[src/rtc_pkg.sv]
package rtc_pkg;
  // ****************************************************************
  // widths and sizes
  // ****************************************************************
  localparam int count_width = 32;  // seconds counters
  localparam int match_count = 2;  // number of match registers
  localparam int ram_words = 32;  // retained storage depth
  localparam int ram_addr_width = 5;  // storage address width
  localparam int osc_hz = 32768;  // slow oscillator rate
  localparam int tick_width = 15;  // prescaler width
  localparam logic [14:0] tick_last = 15'h7fff;  // last prescaler count
  localparam logic [31:0] up_reset = 32'h0000_0000;  // up-counter reset
  localparam logic [31:0] down_reset = 32'hffff_ffff;  // all ones
  localparam logic [31:0] match_reset = 32'hffff_ffff;  // match reset
endpackage

[src/rtc_ram_if.sv]
`timescale 1ns/100ps
// ******************************************************************
// storage access bundle
// ******************************************************************
interface rtc_ram_if;
  import rtc_pkg::*;
  logic wr_en;  // write strobe
  logic [ram_addr_width-1:0] addr;  // word address
  logic [count_width-1:0] wdata;  // write data
  logic [count_width-1:0] rdata;  // registered read data
  modport ctrl (output wr_en, output addr, output wdata, input rdata);
  modport mem (input wr_en, input addr, input wdata, output rdata);
endinterface
[src/rtc_core.sv]
`timescale 1ns/100ps
// ******************************************************************
// seconds clock with match and retained storage
// ******************************************************************
// Functional notes
// (RULE_01) seconds advance once per 32768 clock cycles
// (RULE_02) 32-bit up-counter increments each second
// (RULE_03) 32-bit down-counter starts at all ones
// (RULE_04) two match registers, writable and readable
// (RULE_05) enabled match raises interrupt request
// (RULE_06) match can assert power-on request pin
// (RULE_07) match alarm can wake from stop
// (RULE_08) 32-word retained storage array
// (RULE_09) slow clock exported to other blocks
// (RULE_10) down-counter decrements per second, both wrap
// (RULE_11) per-match sticky flags, compared each tick
module rtc_core
  import rtc_pkg::*;
(
  // clock and reset (clock is the slow oscillator)
  input wire logic clk_sys,
  input wire logic reset_n,
  // counter preload
  input wire logic up_load,
  input wire logic [count_width-1:0] up_load_value,
  input wire logic down_load,
  input wire logic [count_width-1:0] down_load_value,
  // match registers
  input wire logic [match_count-1:0] match_wr,
  input wire logic [count_width-1:0] match_wdata,
  input wire logic [match_count-1:0] match_irq_enable,
  input wire logic [match_count-1:0] match_wake_enable,
  input wire logic [match_count-1:0] match_power_enable,
  input wire logic [match_count-1:0] match_flag_clear,
  input wire logic power_request_clear,
  // retained storage port
  input wire logic ram_wr,
  input wire logic [ram_addr_width-1:0] ram_addr,
  input wire logic [count_width-1:0] ram_wdata,
  output logic [count_width-1:0] ram_rdata,
  // status
  output logic [count_width-1:0] up_count,
  output logic [count_width-1:0] down_count,
  output logic [count_width-1:0] match_value0,
  output logic [count_width-1:0] match_value1,
  output logic [match_count-1:0] match_flag,
  output logic second_tick,
  // events
  output logic irq,
  output logic stop_wake,
  output logic power_on_request_out,
  output logic slow_oscillator_clock
);
  // ****************************************************************
  // reset release
  // ****************************************************************
  logic rst_meta;  // first stage
  logic rst_sync;  // released reset, active low (1 once reset is released)

  // two-stage release of the asynchronous reset
  always_ff @(posedge clk_sys or negedge reset_n) begin
    if (!reset_n) begin
      rst_meta <= 1'b0;
      rst_sync <= 1'b0;
    end else begin
      rst_meta <= 1'b1;
      rst_sync <= rst_meta;
    end
  end
  wire rst_n_int = rst_sync;  // internal active-low reset

  // ****************************************************************
  // seconds prescaler
  // ****************************************************************
  logic [tick_width-1:0] prescale;  // sub-second count
  wire tick_now = (prescale == tick_last);  // last cycle of second

  // count oscillator cycles within a second
  always_ff @(posedge clk_sys or negedge rst_n_int) begin
    if (!rst_n_int) begin
      prescale <= '0;
    end else begin
      prescale <= prescale + 1'b1;  // wraps at 32768 [RULE_01]
    end
  end

  // ****************************************************************
  // seconds counters
  // ****************************************************************
  wire [count_width-1:0] next_up = up_load ? up_load_value :
    (tick_now ? up_count + 1'b1 : up_count);  // [RULE_02] [RULE_10]
  wire [count_width-1:0] next_down = down_load ? down_load_value :
    (tick_now ? down_count - 1'b1 : down_count);  // [RULE_10]

  // counter registers
  always_ff @(posedge clk_sys or negedge rst_n_int) begin
    if (!rst_n_int) begin
      up_count <= up_reset;
      down_count <= down_reset;  // all ones [RULE_03]
      second_tick <= 1'b0;
    end else begin
      up_count <= next_up;
      down_count <= next_down;
      second_tick <= tick_now;
    end
  end

  // ****************************************************************
  // match registers and flags
  // ****************************************************************
  logic [count_width-1:0] match_reg [match_count];  // match values
  logic [match_count-1:0] hit;  // compare at tick

  genvar i;
  generate
    for (i = 0; i < match_count; i++) begin : g_match
      // compare new count once per second [RULE_11]
      assign hit[i] = tick_now && (next_up == match_reg[i]);
      // match value and sticky flag, set beats clear
      always_ff @(posedge clk_sys or negedge rst_n_int) begin
        if (!rst_n_int) begin
          match_reg[i] <= match_reset;
          match_flag[i] <= 1'b0;
        end else begin
          if (match_wr[i]) begin
            match_reg[i] <= match_wdata;  // [RULE_04]
          end
          match_flag[i] <= hit[i] | (match_flag[i] & ~match_flag_clear[i]);
        end
      end
    end
  endgenerate

  assign match_value0 = match_reg[0];  // read back [RULE_04]
  assign match_value1 = match_reg[1];
  assign irq = |(match_flag & match_irq_enable);  // [RULE_05]
  assign stop_wake = |(match_flag & match_wake_enable);  // [RULE_07]

  // ****************************************************************
  // power-on request pin
  // ****************************************************************
  wire power_set = |(hit & match_power_enable);  // match event

  // held until cleared, set wins
  always_ff @(posedge clk_sys or negedge rst_n_int) begin
    if (!rst_n_int) begin
      power_on_request_out <= 1'b0;
    end else begin
      power_on_request_out <= power_set |
        (power_on_request_out & ~power_request_clear);  // [RULE_06]
    end
  end

  // ****************************************************************
  // retained storage and clock export
  // ****************************************************************
  rtc_ram_if ram_bus ();
  assign ram_bus.wr_en = ram_wr;
  assign ram_bus.addr = ram_addr;
  assign ram_bus.wdata = ram_wdata;
  assign ram_rdata = ram_bus.rdata;

  // storage array [RULE_08]
  rtc_ram u_ram (
    .clk_sys(clk_sys),
    .bus(ram_bus)
  );

  assign slow_oscillator_clock = clk_sys;  // export [RULE_09]

  // ****************************************************************
  // checks
  // ****************************************************************
  // prescaler is back at zero when the second pulse shows
  a_tick_period: assert property (@(posedge clk_sys)  // [RULE_01]
    disable iff (!rst_n_int) second_tick |-> prescale == '0)
    else $error("tick not at second boundary");
  // up-counter steps by one on a tick, wrapping silently
  a_up_step: assert property (@(posedge clk_sys)  // [RULE_02]
    disable iff (!rst_n_int)
    (tick_now && !up_load) |=> up_count == $past(up_count) + 1'b1)
    else $error("up count did not step");
  // up-counter holds between ticks
  a_up_hold: assert property (@(posedge clk_sys)  // [RULE_10]
    disable iff (!rst_n_int)
    (!tick_now && !up_load) |=> $stable(up_count))
    else $error("up count moved off tick");
  // down-counter steps down on the same tick
  a_down_step: assert property (@(posedge clk_sys)  // [RULE_10]
    disable iff (!rst_n_int)
    (tick_now && !down_load) |=> down_count == $past(down_count) - 1'b1)
    else $error("down count did not step");
  // down-counter holds between ticks
  a_down_hold: assert property (@(posedge clk_sys)  // [RULE_10]
    disable iff (!rst_n_int)
    (!tick_now && !down_load) |=> $stable(down_count))
    else $error("down count moved off tick");
  // down-counter leaves reset with every bit set
  a_down_init: assert property (@(posedge clk_sys)  // [RULE_03]
    $rose(rst_n_int) |-> down_count == down_reset)
    else $error("down count not all ones");
  // first match register takes its write
  a_match_wr: assert property (@(posedge clk_sys)  // [RULE_04]
    disable iff (!rst_n_int)
    match_wr[0] |=> match_value0 == $past(match_wdata))
    else $error("match write lost");
  // second match register takes its write
  a_second_match_wr: assert property (@(posedge clk_sys)  // [RULE_04]
    disable iff (!rst_n_int)
    match_wr[1] |=> match_value1 == $past(match_wdata))
    else $error("second match write lost");
  // a hit latches its flag
  a_flag_set: assert property (@(posedge clk_sys)  // [RULE_11]
    disable iff (!rst_n_int)
    hit[0] |=> match_flag[0])
    else $error("match flag not set");
  // a clear without a new hit drops the flag
  a_flag_clear: assert property (@(posedge clk_sys)  // [RULE_11]
    disable iff (!rst_n_int)
    (match_flag_clear[0] && !hit[0]) |=> !match_flag[0])
    else $error("match flag not cleared");
  // enabled flag reaches the interrupt line
  a_irq_gate: assert property (@(posedge clk_sys)  // [RULE_05]
    disable iff (!rst_n_int)
    (match_flag[0] && match_irq_enable[0]) |-> irq)
    else $error("enabled match without interrupt");
  // with flag 0 clear and match 1 interrupt masked, the interrupt line stays low
  a_irq_mask: assert property (@(posedge clk_sys)  // [RULE_05]
    disable iff (!rst_n_int)
    (!match_flag[0] && !match_irq_enable[1]) |-> !irq)
    else $error("masked interrupt asserted");
  // enabled flag reaches the wake line
  a_wake_gate: assert property (@(posedge clk_sys)  // [RULE_07]
    disable iff (!rst_n_int)
    (match_flag[1] && match_wake_enable[1]) |-> stop_wake)
    else $error("no wake on match");
  // enabled hit raises the power request pin
  a_power_set: assert property (@(posedge clk_sys)  // [RULE_06]
    disable iff (!rst_n_int)
    power_set |=> power_on_request_out)
    else $error("power request not raised");
  // a written word reads back one cycle after its address
  a_ram_read: assert property (@(posedge clk_sys)  // [RULE_08]
    disable iff (!rst_n_int)
    (ram_wr ##1 !ram_wr && ram_addr == $past(ram_addr))
      |=> ram_rdata == $past(ram_wdata, 2))
    else $error("storage readback wrong");
  c_tick: cover property (@(posedge clk_sys) second_tick);
  c_match: cover property (@(posedge clk_sys) hit[0]);
  c_power: cover property (@(posedge clk_sys) power_on_request_out);
endmodule

[src/rtc_ram.sv]
`timescale 1ns/100ps
// ******************************************************************
// retained storage array
// ******************************************************************
module rtc_ram
  import rtc_pkg::*;
(
  // clock
  input wire logic clk_sys,
  // access
  rtc_ram_if.mem bus
);
  logic [count_width-1:0] store [ram_words];  // 32 words, 128 bytes

  // write then registered read
  always_ff @(posedge clk_sys) begin
    if (bus.wr_en) begin
      store[bus.addr] <= bus.wdata;
    end
    bus.rdata <= store[bus.addr];
  end
endmodule

[config.mk]
export PLATFORM = sky130hd
export DESIGN_NAME = rtc_core
export DESIGN_NICKNAME = d
export VERILOG_FILES = /design/src/rtc_pkg.sv /design/src/rtc_ram_if.sv /design/src/rtc_core.sv /design/src/rtc_ram.sv
export SDC_FILE = /design/constraint.sdc
export NUM_CORES = 1
export LEC_CHECK = 0
export BUFFER_PORTS_ARGS = -buffer_cell sky130_fd_sc_hd__buf_2
export CORE_MARGIN = 2
export CORE_UTILIZATION = 55
export CTS_BUF_LIST = sky130_fd_sc_hd__clkbuf_16
export DETAILED_ROUTE_END_ITERATION = 8
export GPL_TIMING_DRIVEN = 0
export PLACE_DENSITY = 0.75
export SLEW_MARGIN = 40
export SYNTH_ARGS = -nofsm -noshare
export SYNTH_HDL_FRONTEND = slang
export SYNTH_SLANG_ARGS = --single-unit
[constraint.sdc]
create_clock -name clk_sys -period 4.2 [get_ports clk_sys]
set_input_delay 0.63 -clock clk_sys [delete_from_list [all_inputs] [get_ports clk_sys]]
set_output_delay 0.63 -clock clk_sys [all_outputs]
set_load 0.02 [all_outputs]
==> results.md <==
- Status: completed
- I/O pin total: ~320
- Peak Freq: about 0.24 GHz
- WL/cell: 37.7 um
- Share of layout cells above drive strength 1: approximately 36%
- Die width: 300 um
- Vias in the first global route: approximately 30000
- Initial antenna violation count: 16
- Worst path slowest cell: dfrtp_1
- FFs w/ async S/R, synth: between 10% and 20%
- Clk pwr share: 40.3%
- Syn avg cell area: 18.5 um2
- Slew Limit Fails: 0
- CP endpoint kind: register
- Setup ws final: between 0.07 and 0.08 ns
- Relative slew slack: 39.3%
- Comb power frac: 8.6%
- Post-Synthesis Cell Area: 48300 um2
- Die Area: approximately 90000 um2
- Antenna-violating nets left: 0
- DRC errors left: 0
- Row count: 108
- Setup_tns: 0 ns
- Final setup viols: 0
- Core ar.: between 80000 and 90000 um2
- Pint: slightly above 20 mW
- Post-DP HPWL: around 110 mm
- RSZ-0062 raised after global routing: no
- Via-to-Cell Ratio: ~7
- Worst vdd ir: approximately 0.40 mV
- CP top delay family: simple AND/OR/NAND/NOR gates
- Power, Total: 26.6 mW
- GRT overflow: 0
- Synth unique cells: 80
- Req. time, crit path: 4.87 ns
- Post-Layout Inst Area: about 58000 um2
- Top FF cell, synth: edfxtp_1
- Clk Latency, worst-skew pair: 0.85 ns
- Initial DRC count: a little over 5000
- Hold Path Depth: 3
- Reg clk slew, reported paths: 0.06 ns
- Total wire length: 165 mm
- Cell Count Post-Placement: 4160
- PortBufs: 310
- Synthesized flop and latch total: about 1200
- NetSw: 6.37 mW
- WP data arrival: ~4.8 ns
- Post-synthesis cell count: ~2600
- Critical path fanouts, max: 9
- Syn nets: approximately 2800
- Synth area leaders: edfxtp_1, mux4_2, dfstp_2, dfrtp_1, a22oi_1
- WS Path Type: register to register
- Final Util: between 60% and 70%
- GRT Total Usage: a little over a third
- Layout area overhead: 19.6%
- CTS tree: built
- Post-Layout Cell Count: ~4400
- Post-synth top area cell: edfxtp_1
- Clock Skew: about 0.10 ns
- Initial DRT Pass Iterations: 8
- Leakage: approximately 20 nW
- R2R depth: 10
- Setup crit start kind: register
- Synth top area share: a little under two thirds
- Initial Util: 55.6%
- Pre-CTS WS: -0.748 ns
- Layout Nets: about 3300
- Sw frac: a little under a quarter
- Hold WS: between 0.02 and 0.03 ns
- Routability Congestion: 0.979
- Via count: 30600
- Fill cells: ~5400
- Max_cap viols: 0
- Fin crit period: about 4 ns
- Syn. warnings: 0
- Sequential share of the synthesized area: roughly 73%
- Pwr per Cell Area: between 400 and 500 nW/um2
- Largest net degree at the start of global routing: 44
- Reg power frac: 51.2%
- Post-synth EDFFs: between 1000 and 1500
- Die H: roughly 300 um
- CP bufs+invs: 1
- First-pass GRT wire length: 228 mm
- Fin crit share: a little over nine tenths
- Max incr delay on CP: 0.68 ns
- Worst Hold Class: primary input to register
- Placed cell areas: 53700 um2
- Cell depth of the worst setup path: 10
- Least-Margin Pin Slew: 0.907 ns
- Cell chain of the critical path: nand3_1 -> or4_1 -> clkbuf_1 -> nor3_4 -> xnor2_1 -> mux2_2 -> a211o_1 -> nor4_1 -> nand4_1 -> o21ai_1
- Hold Fails Final Rpt: 0
==> state kept, by name, indices dropped and copies added, names as in the netlist <==
| signal | flops |
|---|---|
| down_count | 32 |
| up_count | 32 |
| power_on_request_out | 1 |
| second_tick | 1 |
| rst_meta | 1 |
| match_flag | 2 |
| rst_n_int | 1 |
| u_ram.bus.rdata | 32 |
| prescale | 15 |
| match_value1 | 32 |
| u_ram.store | 1024 |
| match_value0 | 32 |
==> cell usage after synthesis (20+ instances only) <==
library cell	n
clkbuf_1	107
dfxtp_1	32
dfstp_2	96
xor2_1	55
o21ai_0	64
a22oi_1	131
nand3_1	42
a21oi_1	20
xnor2_1	75
nor4_1	31
mux2_2	66
nor3_1	35
dfrtp_1	53
mux4_2	256
nor2_1	95
edfxtp_1	1024
nand2_1	92
buf_1	31
nand4_1	67
inv_1	35
==> layout by cell type, fill, tap and decap left out, drive strengths merged, types with 7 or more instances in the layout <==
master,count
edfxtp,1024
buf,447
mux4,256
clkbuf,222
a22oi,131
dfstp,96
nor2,95
nand2,92
xnor2,75
nand4,67
mux2,66
o21ai,66
inv,62
xor2,55
dfrtp,53
clkinv,51
nand3,43
nor3,36
nor4,33
dfxtp,32
a21oi,20
or4,16
bufinv,15
or3,12
nor2b,11
o31ai,10
a31oi,9
o211ai,8
and3,7
nand2b,7
==> worst paths after layout <==
path / slack [ns] / from / to
setup / recovery: 0.08 / up_count[2] / power_on_request_out
min in group asynchronous: 0.13 / reset_n / rst_meta
hold / removal: 0.03 / down_load_value[11] / down_count[11]
setup reg to reg: 0.08 / up_count[2] / power_on_request_out
hold reg to reg: 0.28 / rst_n_int / prescale[2]
max in group asynchronous: 2.92 / rst_n_int / match_value1[30]
==> layout make-up <==
type	count	area, um2	area share (%)
Sequential cell	1205	35200	61.0
Buffer	141	642	1.11
Clock inverter	96	895	1.55
Antenna cell	6	15.0	0.0260
Inverter	35	135	0.234
Timing Repair Buffer	409	3620	6.26
Multi-Input combinational cell	1221	12800	22.1
Clock buffer	121	3010	5.20
Tap cell	1155	1450	2.50
==> worst min-delay path, stage by stage <==
cell and delay (ns):
buf_2 0.08, nand2_1 0.04, o21ai_0 0.06
==> repair_timing <==
| item | in CTS | in global routing |
|---|---|---|
| pin swaps | 2 | 3 |
| setup endpoints to repair | 3 | 3 |
| hold buffers | 2 | 0 |
| gates resized for setup | 11 | 10 |
| setup buffers | 5 | 3 |
| endpoints found under the hold margin | 3 | 0 |
| gates cloned | 0 | 0 |
==> per-layer routing <==
| metal | part of all wire (%) | track usage [%] | up-vias | wire (um) |
|---|---|---|---|---|
| met5 | 0.033 | 0 | - | 54 |
| met4 | 8.1 | 24.3 | 8 | 13300 |
| met3 | 12 | 7.80 | 699 | 19200 |
| met2 | 48 | 59.9 | 2839 | 80000 |
| met1 | 32 | 44.3 | 15400 | 52800 |
| li1 | - | - | 11700 | - |
==> kinds of logic (layout without fill, tap and decap cells) <==
| kind of cell | count (synthesis) | after routing | share of synthesized area, % |
|---|---|---|---|
| buffers and inverters | 181 | 802 | 1.43 |
| adders and majority gates | 3 | 3 | 0.0777 |
| xor gates and xnor gates | 139 | 139 | 2.78 |
| and+or+nand+nor | 450 | 450 | 4.86 |
| muxes | 325 | 325 | 13.5 |
| AOI/OAI and AO/OA | 303 | 303 | 4.41 |
| DFF | 1205 | 1205 | 72.9 |
| other | 1 | 7 | 0.00776 |
==> power groups by stage <==
| stage | logic (mW) | registers, mW | clock network [mW] |
|---|---|---|---|
| after detailed placement | 2.22 | 13.8 | 0.0350 |
| after floorplan | 0.987 | 14.0 | 0.0278 |
| after global routing | 2.36 | 13.6 | 11.2 |
| after global placement | 2.07 | 13.9 | 0.0350 |
| after CTS | 2.25 | 13.6 | 10.8 |
| final | 2.28 | 13.6 | 10.7 |
No activity file was read; power rests on OpenSTA's default activity.
